$ cat config.mk
export PLATFORM = sky130hd
export DESIGN_NAME = vxc_regs
export DESIGN_NICKNAME = d
export VERILOG_FILES = /design/src/vxc_pkg.sv /design/src/vxc_i2c_rx.sv /design/src/vxc_regs.sv
export VERILOG_INCLUDE_DIRS = /design/src /design/src/src
export SDC_FILE = /design/constraint.sdc
export NUM_CORES = 1
export LEC_CHECK = 0
export BUFFER_PORTS_ARGS = -buffer_cell sky130_fd_sc_hd__buf_2
export CAP_MARGIN = 25
export CORE_MARGIN = 5
export CORE_UTILIZATION = 30
export DETAILED_ROUTE_END_ITERATION = 6
export SYNTH_ARGS = -nofsm -noshare
export SYNTH_HDL_FRONTEND = slang
export SYNTH_SLANG_ARGS = --single-unit
$ cat constraint.sdc
create_clock -name CLK_SYS -period 2.4 [get_ports CLK_SYS]
set_input_delay 0.48 -clock CLK_SYS [delete_from_list [all_inputs] [get_ports CLK_SYS]]
set_output_delay 0.48 -clock CLK_SYS [all_outputs]
set_load 0.01 [all_outputs]
$ cat src/vxc_map.svh
`ifndef VXC_MAP_SVH
`define VXC_MAP_SVH

// Register offsets on the serial control port
`define VXC_OFF_ROUTE_12 8'h00
`define VXC_OFF_ROUTE_34 8'h01
`define VXC_OFF_ROUTE_56 8'h02
`define VXC_OFF_CLAMP 8'h03
`define VXC_OFF_GAIN 8'h04

// Reset values
`define VXC_RST_REG 8'h00
`define VXC_RST_GAIN 6'h00
`define VXC_RST_PWRDN 6'h3F
`define VXC_RST_PINS 4'h3

// Fixed low six bits of the slave address byte
`define VXC_ADDR_FIXED 6'h06

// Field positions and codes
`define VXC_GAIN_MSB 5
`define VXC_SEL_OFF 4'h0
`define VXC_SEL_LAST 4'h8

`endif

$ cat src/vxc_pkg.sv
`default_nettype none

package vxc_pkg;

  // Receiver states
  typedef enum logic [2:0] {
    ST_IDLE = 3'b000,
    ST_RECV = 3'b001,
    ST_HOLD = 3'b010,
    ST_ACK = 3'b011,
    ST_IGNORE = 3'b100
  } vxc_state_type;

  // Bus events seen after synchronising the pins
  typedef struct packed {
    logic start;
    logic stop;
    logic scl_rise;
    logic scl_fall;
    logic sda;
  } vxc_evt_type;

  // One received byte after the slave address
  typedef struct packed {
    logic strobe;
    logic is_reg;
    logic [7:0] data;
  } vxc_byte_type;

endpackage

`default_nettype wire

$ cat src/vxc_i2c_rx.sv
`timescale 1ns/1ps
`default_nettype none
`include "vxc_map.svh"

module vxc_i2c_rx (
  // Clock and reset
  input wire logic clk,
  input wire logic rst_n,
  // Synchronised bus events and address straps
  input wire vxc_pkg::vxc_evt_type evt,
  input wire logic [1:0] addr_sel,
  // Received bytes and acknowledge drive
  output var vxc_pkg::vxc_byte_type rx,
  output var logic ack_drive
);

  vxc_pkg::vxc_state_type state, next_state; // Byte engine state
  logic [2:0] bit_cnt, next_bit_cnt; // Bits taken in this byte
  logic [7:0] shreg, next_shreg; // Incoming byte, MSB first
  logic [1:0] byte_idx, next_byte_idx; // 0 address, 1 register, 2 data
  logic next_ack_drive;
  vxc_pkg::vxc_byte_type next_rx;
  logic [7:0] own_addr; // Write address this device answers

  assign own_addr = {addr_sel, `VXC_ADDR_FIXED};

  // Next state of the byte engine
  always_comb begin
    next_state = state;
    next_bit_cnt = bit_cnt;
    next_shreg = shreg;
    next_byte_idx = byte_idx;
    next_ack_drive = ack_drive;
    next_rx = '0;
    if (evt.start) begin
      // A start, repeated or not, always opens a new address phase
      next_state = vxc_pkg::ST_RECV;
      next_bit_cnt = 3'h0;
      next_byte_idx = 2'h0;
      next_ack_drive = 1'b0;
    end else if (evt.stop) begin
      // A stop mid-byte drops the partial byte
      next_state = vxc_pkg::ST_IDLE;
      next_ack_drive = 1'b0;
    end else begin
      unique case (state)
        vxc_pkg::ST_IDLE: begin
        end
        vxc_pkg::ST_RECV: begin
          if (evt.scl_rise) begin
            next_shreg = {shreg[6:0], evt.sda};
            next_bit_cnt = bit_cnt + 3'h1;
            if (bit_cnt == 3'h7) begin
              next_state = vxc_pkg::ST_HOLD;
            end
          end
        end
        vxc_pkg::ST_HOLD: begin
          // Eight bits are in; act once the clock falls
          if (evt.scl_fall) begin
            if (byte_idx == 2'h0) begin
              // Read addresses never match: write-only port
              if (shreg == own_addr) begin
                next_state = vxc_pkg::ST_ACK;
                next_ack_drive = 1'b1;
                next_byte_idx = 2'h1;
              end else begin
                next_state = vxc_pkg::ST_IGNORE;
              end
            end else begin
              // Whole byte only, never a partial one
              next_rx.strobe = 1'b1;
              next_rx.is_reg = (byte_idx == 2'h1);
              next_rx.data = shreg;
              next_byte_idx = 2'h2;
              next_state = vxc_pkg::ST_ACK;
              next_ack_drive = 1'b1;
            end
          end
        end
        vxc_pkg::ST_ACK: begin
          // Hold low through the ninth high phase, release on its fall
          if (evt.scl_fall) begin
            next_ack_drive = 1'b0;
            next_state = vxc_pkg::ST_RECV;
            next_bit_cnt = 3'h0;
          end
        end
        vxc_pkg::ST_IGNORE: begin
        end
        default: begin
          next_state = vxc_pkg::ST_IDLE;
          next_ack_drive = 1'b0;
        end
      endcase
    end
  end

  // Engine registers
  always_ff @(posedge clk or negedge rst_n) begin
    if (!rst_n) begin
      state <= vxc_pkg::ST_IDLE;
      bit_cnt <= 3'h0;
      shreg <= 8'h00;
      byte_idx <= 2'h0;
      ack_drive <= 1'b0;
      rx <= '0;
    end else begin
      state <= next_state;
      bit_cnt <= next_bit_cnt;
      shreg <= next_shreg;
      byte_idx <= next_byte_idx;
      ack_drive <= next_ack_drive;
      rx <= next_rx;
    end
  end
endmodule // vxc_i2c_rx

`default_nettype wire

$ cat src/vxc_regs.sv
`timescale 1ns/1ps
`default_nettype none
`include "vxc_map.svh"

// Contract
// Answer address 000110 plus two strap bits
// Write is register address then data byte
// Routing registers hold odd and even selectors
// Selector zero is off, one..eight pick inputs
// Many outputs may share one input
// Off selector powers the output amplifier down
// Clamp register: one bit per input, 1=clamp
// Clamp bits untouched by routing writes
// Gain register: one bit per output, 1=0dB
// Everything resets to zero, outputs powered down
// Unknown register writes are acknowledged, ignored
// Port is write only, no read back
// Master sends slave address first after start
// Acknowledge each byte low during ninth clock
// Registers change only after whole data byte
module vxc_regs (
  // System clock and reset
  input wire logic CLK_SYS,
  input wire logic RST_N,
  // Serial control pins, data line is open drain
  input wire logic SCL,
  input wire logic SDA_IN,
  output logic SDA_OUT,
  output logic SDA_OE,
  // Slave address straps
  input wire logic SLAVE_ADDR_PIN_LOW,
  input wire logic SLAVE_ADDR_PIN_HIGH,
  // Per-output source selectors, index 0 is the first output
  output logic [5:0][3:0] OUT_SELECT,
  // Per-output one-hot crosspoint, bit n-1 is input n
  output logic [5:0][7:0] OUT_ROUTE,
  // Output amplifier power-down, high while off
  output logic [5:0] OUT_PWRDN,
  // Input clamp (1) or bias (0)
  output logic [7:0] IN_CLAMP,
  // Output gain, high selects 0dB, low 6dB
  output logic [5:0] OUT_GAIN_0DB
);

  // Pin synchronisers: {addr high, addr low, sda, scl}
  logic [3:0] pin_meta; // First stage, read only by pin_sync
  logic [3:0] pin_sync; // Second stage, safe to use
  logic scl_prev; // Last synchronised clock level
  logic sda_prev; // Last synchronised data level
  vxc_pkg::vxc_evt_type evt; // Edges and bus conditions
  vxc_pkg::vxc_byte_type rx; // Byte from the receiver
  logic ack_drive; // Receiver wants the data line low

  // Control registers, write only from the bus
  logic [7:0] route_select_out_1_2, next_route_select_out_1_2;
  logic [7:0] route_select_out_3_4, next_route_select_out_3_4;
  logic [7:0] route_select_out_5_6, next_route_select_out_5_6;
  logic [7:0] input_clamp_or_bias, next_input_clamp_or_bias;
  logic [5:0] output_gain_select, next_output_gain_select;
  logic [7:0] reg_ptr, next_reg_ptr; // Register address byte

  // Decoded crosspoint state, registered so outputs come from flops
  logic [5:0][3:0] next_sel;
  logic [5:0][7:0] route, next_route;
  logic [5:0] pwrdn, next_pwrdn;
  // Open-drain data value; only the enable ever moves
  logic sda_out;

  // True when the pointer names the given register
  function automatic logic reg_hit(input logic [7:0] ptr,
                                   input logic [7:0] off);
    reg_hit = (ptr == off);
  endfunction

  // Selector to one-hot input; codes above eight route nothing
  function automatic logic [7:0] sel_onehot(input logic [3:0] sel);
    sel_onehot = 8'h00;
    if (sel != `VXC_SEL_OFF && sel <= `VXC_SEL_LAST) begin
      sel_onehot = 8'(9'h001 << (sel - 4'h1));
    end
  endfunction

  // Two flops on every pin before any logic looks at it
  always_ff @(posedge CLK_SYS or negedge RST_N) begin
    if (!RST_N) begin
      pin_meta <= `VXC_RST_PINS;
      pin_sync <= `VXC_RST_PINS;
      scl_prev <= 1'b1;
      sda_prev <= 1'b1;
    end else begin
      pin_meta <= {SLAVE_ADDR_PIN_HIGH, SLAVE_ADDR_PIN_LOW, SDA_IN, SCL};
      pin_sync <= pin_meta;
      scl_prev <= pin_sync[0];
      sda_prev <= pin_sync[1];
    end
  end

  // Edge and condition detection on synchronised levels.
  // Clock and data share the same delay, so a data change with zero
  // hold after the clock falls is still seen after that fall.
  always_comb begin
    // Clock edges compare the second stage with its last value
    evt.scl_rise = pin_sync[0] & ~scl_prev;
    evt.scl_fall = ~pin_sync[0] & scl_prev;
    // Start: data falls while the clock stays high
    evt.start = pin_sync[0] & scl_prev & sda_prev & ~pin_sync[1];
    // Stop: data rises while the clock stays high
    evt.stop = pin_sync[0] & scl_prev & ~sda_prev & pin_sync[1];
    // Data bit as it stands at the seen clock rise
    evt.sda = pin_sync[1];
  end

  // Byte engine: address match, acknowledge, byte delivery
  vxc_i2c_rx u_rx (
    .clk(CLK_SYS),
    .rst_n(RST_N),
    .evt(evt),
    .addr_sel(pin_sync[3:2]),
    .rx(rx),
    .ack_drive(ack_drive)
  );

  // Register writes and the decode that follows them
  always_comb begin
    next_reg_ptr = reg_ptr;
    next_route_select_out_1_2 = route_select_out_1_2;
    next_route_select_out_3_4 = route_select_out_3_4;
    next_route_select_out_5_6 = route_select_out_5_6;
    next_input_clamp_or_bias = input_clamp_or_bias;
    next_output_gain_select = output_gain_select;
    // The strobe comes once per whole byte, never for a cut one
    if (rx.strobe) begin
      if (rx.is_reg) begin
        // First byte after the address picks the register
        next_reg_ptr = rx.data;
      end else if (reg_hit(reg_ptr, `VXC_OFF_ROUTE_12)) begin
        next_route_select_out_1_2 = rx.data;
      end else if (reg_hit(reg_ptr, `VXC_OFF_ROUTE_34)) begin
        next_route_select_out_3_4 = rx.data;
      end else if (reg_hit(reg_ptr, `VXC_OFF_ROUTE_56)) begin
        next_route_select_out_5_6 = rx.data;
      end else if (reg_hit(reg_ptr, `VXC_OFF_CLAMP)) begin
        // Own address, so routing writes never disturb it
        next_input_clamp_or_bias = rx.data;
      end else if (reg_hit(reg_ptr, `VXC_OFF_GAIN)) begin
        // Top two bits are unused and dropped
        next_output_gain_select = rx.data[`VXC_GAIN_MSB:0];
      end else begin
        // Undefined register: byte acknowledged, nothing stored
        next_reg_ptr = reg_ptr;
      end
    end
    // Odd output in the low nibble, even output in the high
    next_sel = {next_route_select_out_5_6, next_route_select_out_3_4,
                next_route_select_out_1_2};
    // One selector per output, so one input at most; inputs shared
    for (int i = 0; i < 6; i++) begin
      next_route[i] = sel_onehot(next_sel[i]);
      next_pwrdn[i] = (next_sel[i] == `VXC_SEL_OFF);
    end
  end

  // Register bank; all zero after reset, outputs powered down
  always_ff @(posedge CLK_SYS or negedge RST_N) begin
    if (!RST_N) begin
      reg_ptr <= `VXC_RST_REG;
      route_select_out_1_2 <= `VXC_RST_REG;
      route_select_out_3_4 <= `VXC_RST_REG;
      route_select_out_5_6 <= `VXC_RST_REG;
      input_clamp_or_bias <= `VXC_RST_REG;
      output_gain_select <= `VXC_RST_GAIN;
      // No input routed and every amplifier off
      route <= '0;
      pwrdn <= `VXC_RST_PWRDN;
      sda_out <= 1'b0;
    end else begin
      reg_ptr <= next_reg_ptr;
      route_select_out_1_2 <= next_route_select_out_1_2;
      route_select_out_3_4 <= next_route_select_out_3_4;
      route_select_out_5_6 <= next_route_select_out_5_6;
      input_clamp_or_bias <= next_input_clamp_or_bias;
      output_gain_select <= next_output_gain_select;
      // Decode is registered alongside its selectors, never behind
      route <= next_route;
      pwrdn <= next_pwrdn;
      sda_out <= 1'b0;
    end
  end

  // Outputs straight from flops. No path ever drives the data line
  // high or shifts register contents out: the port is write only.
  assign SDA_OUT = sda_out;
  assign SDA_OE = ack_drive;
  assign OUT_SELECT = {route_select_out_5_6, route_select_out_3_4,
                       route_select_out_1_2};
  assign OUT_ROUTE = route;
  assign OUT_PWRDN = pwrdn;
  assign IN_CLAMP = input_clamp_or_bias;
  assign OUT_GAIN_0DB = output_gain_select;

  // Per-output decode checks
  for (genvar g = 0; g < 6; g++) begin : g_chk

  end
endmodule // vxc_regs

`default_nettype wire

Yosys cells after proc, flatten, opt, wreduce, memory -nomap -nowiden
Cells that the tools add are included.
{ "classes": {"reduce_logical": 34, "shift": 6, "bitwise_logic": 18, "n_mux": 50, "n_addsub": 7, "n_eq_ne": 22, "magnitude_cmp": 6, "mul": 0, "div_mod_pow": 0} }
{ "ops": {"columns": ["operator", "n"], "rows": [
  ["8-bit two-way mux", 18],
  ["10-bit two-way mux", 5],
  ["1-bit by 4-bit << shifter with 8-bit output (first input constant)", 6],
  ["3-bit two-way mux", 12],
  ["4-bit <= comparator (second input constant)", 6],
  ["4-bit logical NOT", 6],
  ["4-bit nonzero test", 6],
  ["4-bit by 1-bit subtractor with 4-bit output (second input constant)", 6],
  ["8-bit by 2-bit equality test with 1-bit output (second input constant)", 2],
  ["4-bit AND reduction", 4],
  ["2-bit two-way mux", 6],
  ["4-bit != test (second input constant)", 3],
  ["3-bit case mux with 4 select lines", 1],
  ["1-bit inverter", 11],
  ["3-bit != test (second input constant)", 3],
  ["8-bit by 1-bit equality test with 1-bit output (second input constant)", 1],
  ["8-bit by 3-bit equality test with 1-bit output (second input constant)", 1],
  ["8-bit equality test", 1],
  ["8-bit logical NOT", 1],
  ["1-bit bitwise AND", 7],
  ["7-bit AND reduction", 1],
  ["3-bit by 2-bit equality test with 1-bit output (second input constant)", 2],
  ["3-bit equality test (second input constant)", 2],
  ["1-bit logical AND", 6],
  ["19 further kinds", 26]
]} }
{ "totals": {"mem_bits_rw": 0, "wordCells": 168, "out_inout_bits": 94, "romBits": 0, "latch_bits": 0, "memories": 0, "register_bits": 137} }

Depth between registers and ports, before layout
Gate-level depths: netlist of the first run.
{ "depth": {"ltp_word": 9, "depth_mapped": 5, "depth_no_buf": 5} }

By module
From an unflattened synthesis of the first run, not the netlist that was laid out.
{ "hier_totals": {"hier_cells": 440, "hier_area_um2": 6007.0} }
{ "modules_own_cells": {"columns": ["mod", "instances", "area_per_inst_um2", "cells_each", "seq_area_each_um2"], "rows": [
  ["vxc_regs", 1, 4809.6, 345, 2767.7],
  ["vxc_i2c_rx", 1, 1197.4, 95, 675.6]
]} }

Worst setup path after synthesis of the first run
No wires, ideal clock.
{ "synth_timing": {"kind": "register to register", "start": "reg u_rx.shreg[5]", "end": "reg u_rx.state[2]", "setup_ns": 0.131, "arrival_ns": 1.532, "path_slack_ns": 0.737, "period_less_slack_ns": 1.663, "path_buffers": 0, "stages_incl_launch_ff": 5, "cell_sequence": "dfrtp_1 or4b_1 o41ai_2 o31a_1 nor3_1"} }
{ "synth_via": {"elab_chain_len": 7} }
{ "synth_rtl": {"columns": ["element", "line", "text"], "rows": [
  ["start, declared", "vxc_i2c_rx.sv:19", "logic [7:0] shreg, next_shreg;"],
  ["start signal, assigned", "vxc_i2c_rx.sv:111", "shreg <= next_shreg;"],
  ["8-bit equality test", "vxc_i2c_rx.sv:63", "if (shreg == own_addr) begin"],
  ["3-bit two-way mux", "vxc_i2c_rx.sv:63", null],
  ["3-bit two-way mux", "vxc_i2c_rx.sv:61", "if (byte_idx == 2'h0) begin"],
  ["3-bit two-way mux", "vxc_i2c_rx.sv:60", "if (evt.scl_fall) begin"],
  ["3-bit case mux with 4 select lines", "vxc_i2c_rx.sv:46", "unique case (state)"],
  ["3-bit two-way mux", "vxc_i2c_rx.sv:41", "end else if (evt.stop) begin"],
  ["3-bit two-way mux", "vxc_i2c_rx.sv:35", "if (evt.start) begin"],
  ["end signal, assigned", "vxc_i2c_rx.sv:102", "state <= vxc_pkg::ST_IDLE;"],
  ["end signal, assigned", "vxc_i2c_rx.sv:109", "state <= next_state;"],
  ["end, declared", "vxc_i2c_rx.sv:17", "vxc_pkg::vxc_state_type state, next_state;"]
]} }
No other way between the ends. The select of a mux whose other input is x is not followed.
A chain may end at the register's enable or synchronous reset.

Final worst setup path of the first run
{ "layout_timing": {"start": "reg pin_sync[0]", "end": "reg u_rx.shreg[5]"} }
{ "layout_via": {"elab_chain_len": 5} }
{ "layout_rtl": {"columns": ["element", "line", "text"], "rows": [
  ["start, declared", "vxc_regs.sv:47", "logic [3:0] pin_sync;"],
  ["start signal, assigned", "vxc_regs.sv:87", "pin_sync <= `VXC_RST_PINS;"],
  ["start signal, assigned", "vxc_regs.sv:92", "pin_sync <= pin_meta;"],
  ["1-bit bitwise AND", "vxc_regs.sv:106, vxc_regs.sv:108", null],
  ["1-bit bitwise AND, on equally long branches (2 in series)", "vxc_regs.sv:106, vxc_regs.sv:108", null],
  ["1-bit inverter (no source line)", null, null],
  ["4-bit AND reduction (no source line) (*)", null, null]
]} }
Every way passes the cells marked *; elsewhere a longest branch is shown, timed or not.

==> out/results.ini, run 1 <==
[outcome]
run_status=finished clean

[place]
placement.cell_area_um2=6330
place_hpwl_mm=9.35
buffer_ports.inserted=98
routabilityCongestion=0.842
pre_cts_slack_ns=0.513

[final_layout]
fraction_of_final_layout_cells_with_drive_strength_greater_than_1=0.366
fin_nets=559
ff_latch_area_um2=3440
multi_input_comb_area_um2=2030
antenna_diode_instance_count=0
relative_area_change_from_synthesis_to_final_layout_pct=24.1
layout.filler_cells=1753
final_instance_area_um2=6920

[logic_synthesis]
synth-adder-area-share=0.00449
synth_nets=456
ffs_latches_synth=137
avgSynthCellArea_um2=12.4
post_synth_and_or_nand_nor_area_fraction=0.170
cell_count_after_synthesis=448
synthMostInstantiatedCell=sky130_fd_sc_hd__dfrtp_1
dominantRegCellSynth=sky130_fd_sc_hd__dfrtp_1
synthMuxAreaShare=0.122
yosys.cell_types.count=41
async_flop_share=1.00
synth_area_in_compound_gates=0.0613
netlist.top_cell.by_area=sky130_fd_sc_hd__dfrtp_1
synth-seq-area-share=0.618
synth_xor_area_frac=0.00472
post_synth_most_frequent_cells=125 x sky130_fd_sc_hd__dfrtp_1, 56 x sky130_fd_sc_hd__mux2_2, 50 x sky130_fd_sc_hd__o21ai_0
main_combinational_cell_family_by_area_after_synthesis=simple AND/OR/NAND/NOR gates
total_standard_cell_area_after_synthesis_um2=5570
yosys_warnings=0
synth_enable_flop_cells=0
synthTopCellsByArea=sky130_fd_sc_hd__dfrtp_1 56%, sky130_fd_sc_hd__mux2_2 11%, sky130_fd_sc_hd__dfstp_2 5.7%
synth_top_cell_area_share=0.562

[worst_hold_path]
holdCritPathClass=primary input to async pin

[power_and_ir_drop]
power_per_cell_area_nw_per_um2=760
p_switching_mw=1.09
clock_power_share=0.490
pwr-share-seq=0.471
switching_share=0.207
irDropWorstVdd_mv=0.578
power.leakage_nw=3.55
internal_power_mw=4.17
power_frac_comb=0.040

[die]
chipWidth_um=146
die_area_um2=21400
start_util=0.307
die-height_um=146
design.portCount=100
num_rows=49
core-area_um2=18100

[detailed_routing]
vias=3901
route.detailed.drc=0
post_drt_via_cell_ratio=4.93
ant_nets=0
wl_mm=12.9
dr.first_iter.drc_count=175
routedWlPerCell_um=16.3
drt_pass_1_iters=4

[sta]
post-route-worst-setup-slack_ns=0.488
setup-tns-final_ns=0
finalClockSkew_ns=0.00829
finalSetupViolCount=0
hold_viol_final=0
clock.fmax_mhz=523
slew_viol_final=0
rsz0062_at_grt=false
timing.final.crit_period_ns=1.91
finalCritPeriodShare=0.797

[clock_network]
cts.repair_timing.setup_buffer_count=0
cts.reportedPaths.clkPinSlew_ns=0.05
cts_made_buffers=17
holdBufCountCts=0
cts_sinks=137
worstSkewPairLatency_ns=0.41
post_cts_resize_count=0
root_buffer=sky130_fd_sc_hd__clkbuf_16
cts_max_path_buffers=2
cts_tree=done
cts_max_level=4

[setup_path]
timing.critical_path.from_type=register
slowest_stage=sky130_fd_sc_hd__dfstp_2
startpoint=pin_sync[0]
worst_ep_required_time_ns=2.69
critPathMaxStageDelay_ns=0.58
rr_endpoint=u_rx.shreg[5]
critical_path_peak_fanout=9
timing.critical_path.to_type=register
critical_path.reg2reg.startpoint=pin_sync[0]
worstSetupEndpoint=u_rx.shreg[5]
reg2regPathDepth=3
reg2reg_slack_ns=0.49
worst-endpoint-arrival_ns=2.20
timing.critical_path.cells=nor3b_1 -> nand3_1 -> mux2_2
crit_type=register to register

[flow_run]
cap_viol_max_count=0

[global_route]
grt_first_pass_wirelength_mm=21.4
first_global_vias=4027
track_usage=0.125
pin_count_of_the_biggest_net_entering_global_routing=50
antenna_found_initial=0
global_route.overflow_total=0

[worst max-delay path: cells and delay by family (launching register included)]
family	cells	cell delay (ns)
flops	1	0.58
simple gates	2	0.79
mux	1	0.41
[routing by layer]
layer | track usage | vias up | wire [um]
met5 | 0 | - | 0
met4 | 0.0532 | 0 | 232
met3 | 0.0415 | 24 | 756
met2 | 0.207 | 121 | 6420
met1 | 0.148 | 1946 | 5530
li1 | - | 1810 | -
[worst min path at each step]
stage | from | end | slack [ns] | cells past startpoint
floorplan | RST_N | IN_CLAMP[0] | 0.18 | 0
global placement | pin_meta[2] | pin_sync[2] | 0.34 | 0
detailed placement | pin_meta[2] | pin_sync[2] | 0.35 | 0
CTS | RST_N | pin_meta[2] | 0.002 | 1
global route | RST_N | pin_meta[2] | 0.03 | 1
finish | RST_N | pin_meta[2] | 0.003 | 1
[cell usage in the layout, fill, tap and decap left out, drive strengths merged, types with 2 or more instances in the layout]
cell type / synthesis / routed
o21ai: 50 / 50
dfrtp: 125 / 125
xor2: 3 / 3
a22o: 2 / 2
dfstp: 12 / 12
nand3b: 4 / 4
and3: 3 / 3
clkbuf: 16 / 22
mux2: 56 / 56
buf: 4 / 104
nand2b: 3 / 3
nand4: 12 / 12
nor2b: 18 / 18
nand3: 30 / 30
and2: 9 / 9
nor3b: 2 / 2
inv: 5 / 5
a21oi: 2 / 2
clkinv: 0 / 5
mux2i: 5 / 5
bufinv: 0 / 3
ha: 2 / 2
nor4: 2 / 2
nand2: 21 / 21
nand4b: 21 / 21
nor2: 28 / 28
[layout make-up]
cell class,instances,share of cell area
flip-flops and latches,137,0.498
well taps,229,0.0414
inverters,5,0.00271
clock inverters,9,0.0177
multi-input cells,286,0.293
clock buffers,22,0.0671
repair buffers,104,0.0802
[cells by family (layout without fill, tap and decap cells)]
kind of cell    after synthesis  in the layout
xor+xnor                      3              3
fa+ha+maj                     2              2
simple gates                158            158
flops                       137            137
buf+inv                      25            140
other cells                   1              1
mux                          61             61
compound gates               61             61
[flip-flops by register name, indices dropped and copies added (netlist names)]
name and cells:
pin_meta 4, u_rx.shreg 8, OUT_ROUTE 48, route_select_out_3_4 8, u_rx.bit_cnt 3, IN_CLAMP 8, u_rx.rx 10, route_select_out_5_6 8
scl_prev 1, OUT_GAIN_0DB 6, OUT_PWRDN 6, u_rx.byte_idx 2, route_select_out_1_2 8, pin_sync 4, u_rx.state 3, u_rx.ack_drive 1
reg_ptr 8, sda_prev 1
[power by group through the flow]
stage | registers, mW | logic (mW) | clock network [mW]
final | 2.47 | 0.208 | 2.57
after global routing | 2.48 | 0.235 | 2.76
after CTS | 2.47 | 0.212 | 2.64
after detailed placement | 2.51 | 0.211 | 0
after global placement | 2.50 | 0.196 | 0
after floorplan | 2.48 | 0.138 | 0
[through the flow]
step / power [mW] / hold slack, ns / std cells / util
finish: 5.26 / 0.00322 / 792 / 0.381
detailed placement: 2.72 / 0.348 / 761 / 0.349
global placement: 2.70 / 0.341 / 761 / 0.349
floorplan: 2.62 / 0.184 / 448 / -
global route: 5.47 / 0.0300 / 792 / 0.381
CTS: 5.32 / 0.00204 / 792 / 0.381
Note: power is estimated with default switching activity, not from simulation.
==> run 2, diff against run 1 <==
==> constraint.sdc (replaced) <==
create_clock -name CLK_SYS -period 1.8 [get_ports CLK_SYS]
set_input_delay 0.36 -clock CLK_SYS [delete_from_list [all_inputs] [get_ports CLK_SYS]]
set_output_delay 0.36 -clock CLK_SYS [all_outputs]
set_load 0.01 [all_outputs]
==> run 2 against run 1 <==
Effect of this change: setup slack worse by 0.44 ns; sequential power increased by 34%; sequential share of layout area shrank 1.3 points; cell area up 2.7%; maximum frequency is 8.9% higher; clock-buffer cell count fell by 2; wire length increased by 2.1%; clock power grew 38%; total power is 36% higher; critical path type unchanged; largest power group unchanged.
==> out/results.ini, run 2 (same netlist as run 1, synthesis figures left out) <==
[outcome]
run_status=finished clean

[power_and_ir_drop]
pwr-share-seq=0.461
p_switching_mw=1.52
irDropWorstVdd_mv=0.634
switching_share=0.213
power.leakage_nw=3.64
internal_power_mw=5.63
power_per_cell_area_nw_per_um2=1010
clock_power_share=0.496
power_frac_comb=0.043

[setup_path]
worst_ep_required_time_ns=2.09
reg2reg_slack_ns=0.05
timing.critical_path.to_type=register
crit_type=register to register
critical_path_peak_fanout=4
worst-endpoint-arrival_ns=2.05
timing.critical_path.from_type=register

[die]
design.portCount=100
die-height_um=146
die_area_um2=21400
start_util=0.307
core-area_um2=18100
chipWidth_um=146
num_rows=49

[detailed_routing]
post_drt_via_cell_ratio=4.91
routedWlPerCell_um=16.5
wl_mm=13.2
route.detailed.drc=0
ant_nets=0
dr.first_iter.drc_count=148
drt_pass_1_iters=4
vias=3940

[final_layout]
layout.cells.most_common=sky130_fd_sc_hd__dfrtp_1
fraction_of_final_layout_cells_with_drive_strength_greater_than_1=0.389
largest_register_ffs=48
fin_util=0.391
most-common-layout-cells=125 x sky130_fd_sc_hd__dfrtp_1, 97 x sky130_fd_sc_hd__buf_2, 56 x sky130_fd_sc_hd__mux2_2
antenna_diode_instance_count=0
fin_nets=568
finish.cell_count_without_fillers=802
relative_area_change_from_synthesis_to_final_layout_pct=27.5

[flow_run]
cap_viol_max_count=0

[sta]
finalCritPeriodShare=0.975
max_slew.worst_pin.slew_ns=0.549
finalSetupViolCount=0
setup-tns-final_ns=0
finalClockSkew_ns=0.00850
clock.fmax_mhz=570
slew_viol_final=0
timing.max_slew.rel_slack=0.633
hold_viol_final=0
timing.final.crit_period_ns=1.75

[clock_network]
cts.reportedPaths.clkPinSlew_ns=0.06
cts_tree=done
cts_sinks=137
cts_made_buffers=17
worstSkewPairLatency_ns=0.41
cts_max_path_buffers=2
cts_max_level=4
root_buffer=sky130_fd_sc_hd__clkbuf_16

[place]
place_hpwl_mm=9.34
buffer_ports.inserted=98
dp.cells=769
routabilityCongestion=0.862

[worst_hold_path]
holdCritPathClass=primary input to register

[global_route]
pin_count_of_the_biggest_net_entering_global_routing=57
grt_first_pass_wirelength_mm=21.6
first_global_vias=4116
global_route.overflow_total=0
track_usage=0.125
antenna_found_initial=0

==> run 2: cell count changes in the layout (fill, tap and decap cells not counted), moves of 2 or more <==
| cell | previous run | this run |
|---|---|---|
| sky130_fd_sc_hd__buf_4 | 5 | 9 |
| sky130_fd_sc_hd__mux2i_1 | 5 | 3 |
| sky130_fd_sc_hd__clkbuf_1 | 3 | 0 |
| sky130_fd_sc_hd__clkinv_4 | 0 | 2 |
| sky130_fd_sc_hd__buf_12 | 1 | 5 |
==> run 2: layout make-up <==
class                           instances  area, um2
Clock buffer                           20        467
Fill cell                            1740      11000
Sequential cell                       137       3440
Timing Repair Buffer                  113        674
Multi-Input combinational cell        286       2070
Inverter                                5       18.8
Tap cell                              229        287
Clock inverter                         12        148
==> run 2: final timing paths <==
check                         startpoint  depth (start not counted)              end
setup / recovery           u_rx.shreg[5]                          4    u_rx.state[2]
hold reg to reg              pin_meta[1]                          0      pin_sync[1]
hold / removal                    SDA_IN                          1      pin_meta[1]
max in group asynchronous          RST_N                          3     OUT_PWRDN[0]
min in group asynchronous          RST_N                          2  OUT_GAIN_0DB[5]
setup reg to reg           u_rx.shreg[5]                          4    u_rx.state[2]
==> run 2: metrics by stage <==
| step | total power, mW | instance area (um2) | hold WS, ns | setup slack [ns] |
|---|---|---|---|---|
| floorplan | 3.49 | 5570 | 0.0644 | 0.137 |
| global placement | 3.60 | 6440 | 0.232 | 0.0395 |
| detailed placement | 3.63 | 6440 | 0.237 | -0.0286 |
| CTS | 7.24 | 7070 | 0.0245 | 0.0187 |
| global route | 7.43 | 7100 | 0.0203 | -0.0182 |
| finish | 7.15 | 7100 | 0.0459 | 0.0451 |
==> run 2: routing by layer <==
metal / global-route usage / vias up / wire length, um
met3: 0.0384 / 19 / 653
met5: 0 / - / 0
met2: 0.210 / 101 / 6680
met4: 0.0475 / 0 / 212
met1: 0.152 / 1989 / 5670
li1: - / 1831 / -
==> run 2: worst max-delay path, stage by stage (launching register included) <==
cell	delay [ns]
sky130_fd_sc_hd__dfrtp_1	0.40
sky130_fd_sc_hd__or4b_4	0.57
sky130_fd_sc_hd__o41ai_4	0.45
sky130_fd_sc_hd__o31a_1	0.17
sky130_fd_sc_hd__nor3_1	0.04
==> run 2: what timing repair did <==
item | CTS | global route
gates resized for setup | 1 | 7
hold endpoints to repair | 20 | 0
pin swaps | 0 | 3
setup buffers | 0 | 0
hold buffers | 1 | 0
endpoints found under the setup margin | 1 | 12
==> run 2: power groups by stage <==
stage / registers [mW] / clock network [mW] / logic, mW
detailed placement: 3.35 / 0 / 0.287
global placement: 3.33 / 0 / 0.270
floorplan: 3.31 / 0 / 0.184
finish: 3.30 / 3.55 / 0.305
CTS: 3.30 / 3.64 / 0.303
global route: 3.32 / 3.77 / 0.342
==> run 3, diff against run 2 <==
--- a/config.mk
+++ b/config.mk
@@ -11,6 +11,8 @@
 export CORE_MARGIN = 5
 export CORE_UTILIZATION = 30
 export DETAILED_ROUTE_END_ITERATION = 6
+export GPL_TIMING_DRIVEN = 0
 export SYNTH_ARGS = -nofsm -noshare
 export SYNTH_HDL_FRONTEND = slang
+export SYNTH_HIERARCHICAL = 1
 export SYNTH_SLANG_ARGS = --single-unit
==> run 3 against run 2 <==
Effect of this change: the flow now finishes with violations (negative setup slack); total power is 2.3% lower; cell area rose by 10%; critical endpoint is now u_rx/shreg[6]; largest power group unchanged; cell count rose by 6.9%; die area increased by 7.3%.
==> out/results.ini, run 3 <==
[die]
die_area_um2=23000
die-height_um=152
design.portCount=100
num_rows=51
chipWidth_um=152
start_util=0.307
core-area_um2=19600

[sta]
setup-tns-final_ns=-0.0597
finalClockSkew_ns=0.00842
finalSetupViolCount=6
finalCritPeriodShare=1.01
timing.final.crit_period_ns=1.82
rsz0062_at_grt=true
hold_viol_final=0
clock.fmax_mhz=551
slew_viol_final=0
timing.max_slew.rel_slack=0.546
post-route-worst-setup-slack_ns=-0.0162
max_slew.worst_pin.slew_ns=0.676
worst_hold_slack_ns=0.0390

[detailed_routing]
dr.first_iter.drc_count=187
route.detailed.drc=0
post_drt_via_cell_ratio=4.72
routedWlPerCell_um=16.8
ant_nets=0
drt_pass_1_iters=4
vias=4044
wl_mm=14.4

[power_and_ir_drop]
irDropWorstVdd_mv=0.659
power.leakage_nw=4.05
power_per_cell_area_nw_per_um2=894
post-layout-total-power_mw=6.99

[setup_path]
timing.critical_path.from_type=register
critical_path_peak_fanout=4
worst-endpoint-arrival_ns=2.11
crit_type=register to register
worst_ep_required_time_ns=2.10
timing.critical_path.to_type=register

[logic_synthesis]
synthMostInstantiatedCell=sky130_fd_sc_hd__dfrtp_1
yosys.cell_types.count=45
total_standard_cell_area_after_synthesis_um2=6010
avgSynthCellArea_um2=13.7
ffs_latches_synth=137
post_synth_and_or_nand_nor_area_fraction=0.155
synthMuxAreaShare=0.218
synth-adder-area-share=0.00417
cell_count_after_synthesis=440
yosys_warnings=6
synth_nets=448
synthTopCellsByArea=sky130_fd_sc_hd__dfrtp_1 52%, sky130_fd_sc_hd__mux2_2 15%, sky130_fd_sc_hd__dfstp_2 5.2%
dominantRegCellSynth=sky130_fd_sc_hd__dfrtp_1
main_combinational_cell_family_by_area_after_synthesis=multiplexers
synth_area_in_compound_gates=0.0244
synth_xor_area_frac=0.00292
synth_top_cell_area_share=0.521
post_synth_most_frequent_cells=125 x sky130_fd_sc_hd__dfrtp_1, 82 x sky130_fd_sc_hd__mux2_2, 32 x sky130_fd_sc_hd__nor3_1
synth_enable_flop_cells=0
synth-seq-area-share=0.573
async_flop_share=1.00
netlist.top_cell.by_area=sky130_fd_sc_hd__dfrtp_1

[final_layout]
antenna_diode_instance_count=0
final_instance_area_um2=7820
largest_register_ffs=48
fraction_of_final_layout_cells_with_drive_strength_greater_than_1=0.527
layout.cells.most_common=sky130_fd_sc_hd__dfrtp_1
most-common-layout-cells=125 x sky130_fd_sc_hd__dfrtp_1, 97 x sky130_fd_sc_hd__buf_2, 78 x sky130_fd_sc_hd__mux2_2
finish.cell_count_without_fillers=857
relative_area_change_from_synthesis_to_final_layout_pct=30.1
fin_util=0.399
fin_nets=587

[clock_network]
cts_max_path_buffers=2
cts.reportedPaths.clkPinSlew_ns=0.06
cts_max_level=4
root_buffer=sky130_fd_sc_hd__clkbuf_16
worstSkewPairLatency_ns=0.42
cts_sinks=137
cts_tree=done
cts_made_buffers=17

[global_route]
antenna_found_initial=0
first_global_vias=4225
pin_count_of_the_biggest_net_entering_global_routing=104
track_usage=0.129
global_route.overflow_total=0
grt_first_pass_wirelength_mm=22.8

[outcome]
run_status=finished with violations
failing_checks=negative setup slack

[place]
placement.cell_area_um2=6880
place_hpwl_mm=9.93
pre_cts_slack_ns=-0.321
routabilityCongestion=0.817
buffer_ports.inserted=98
dp.cells=804

[worst_hold_path]
holdCritPathClass=primary input to register

[flow_run]
cap_viol_max_count=0

run 3: cell count changes after synthesis, moves of 18 or more:
cell	before	now
sky130_fd_sc_hd__nand3_1	29	7
sky130_fd_sc_hd__mux2_4	0	18
sky130_fd_sc_hd__nand2b_1	3	26
sky130_fd_sc_hd__o21ai_0	50	2
sky130_fd_sc_hd__mux2_2	56	82
sky130_fd_sc_hd__nor3_1	1	32
sky130_fd_sc_hd__nand4b_1	19	0
run 3: routing by layer:
metal  vias to the layer above  GRT usage  part of all wire
met3                        26     0.0378             0.055
li1                       1854          -                 -
met4                         0     0.0467             0.021
met2                       106      0.216              0.50
met5                         -          0                 0
met1                      2058      0.160              0.43
run 3: report_power, final:
part           internal, mW  leakage, nW  switching, mW
registers              3.10         1.86        0.00867
clock network          2.35        0.305           1.41
logic                0.0353         1.88         0.0798
total                  5.48         4.05           1.50
run 3: worst paths after layout:
kind,startpoint,end,slack (ns),depth (start not counted)
min in group asynchronous,RST_N,IN_CLAMP[6],0.40,2
setup / recovery,scl_prev,u_rx/shreg[6],-0.02,7
setup reg to reg,scl_prev,u_rx/shreg[6],-0.02,7
hold reg to reg,pin_meta[3],pin_sync[3],0.35,0
max in group asynchronous,RST_N,OUT_PWRDN[2],0.57,3
hold / removal,SCL,pin_meta[0],0.04,1
run 3: cells by family (layout without fill, tap and decap cells):
logic type	after synthesis	in the layout
AOI/OAI and AO/OA	17	17
muxes	111	111
xor gates and xnor gates	2	2
buffers and inverters	20	172
adders and majority gates	2	2
other	1	1
and+or+nand+nor	150	150
DFF	137	137
run 3: critical path, stage by stage, from the launching register on:
cell,delay [ns]
sky130_fd_sc_hd__dfstp_2,0.54
sky130_fd_sc_hd__nor2b_4,0.14
sky130_fd_sc_hd__mux2_4,0.16
sky130_fd_sc_hd__nand3_2,0.07
sky130_fd_sc_hd__a211oi_2,0.22
sky130_fd_sc_hd__buf_6,0.15
sky130_fd_sc_hd__buf_6,0.12
sky130_fd_sc_hd__mux2_4,0.29
run 3: layout make-up:
type                    instances  area, um2
fillers                      1874      11800
flip-flops and latches        137       3440
multi-input cells             283       2570
repair buffers                120        692
clock buffers                  17        425
well taps                     265        332
clock inverters                15        214
plain buffers                  18        130
inverters                       2       7.51
run 3: timing repair:
item | in CTS | in global routing
endpoints found under the hold margin | 31 | 0
pin swaps | 5 | 3
gates resized for setup | 20 | 14
hold buffers | 1 | 0
buffers inserted | 11 | 9
setup endpoints to repair | 87 | 61
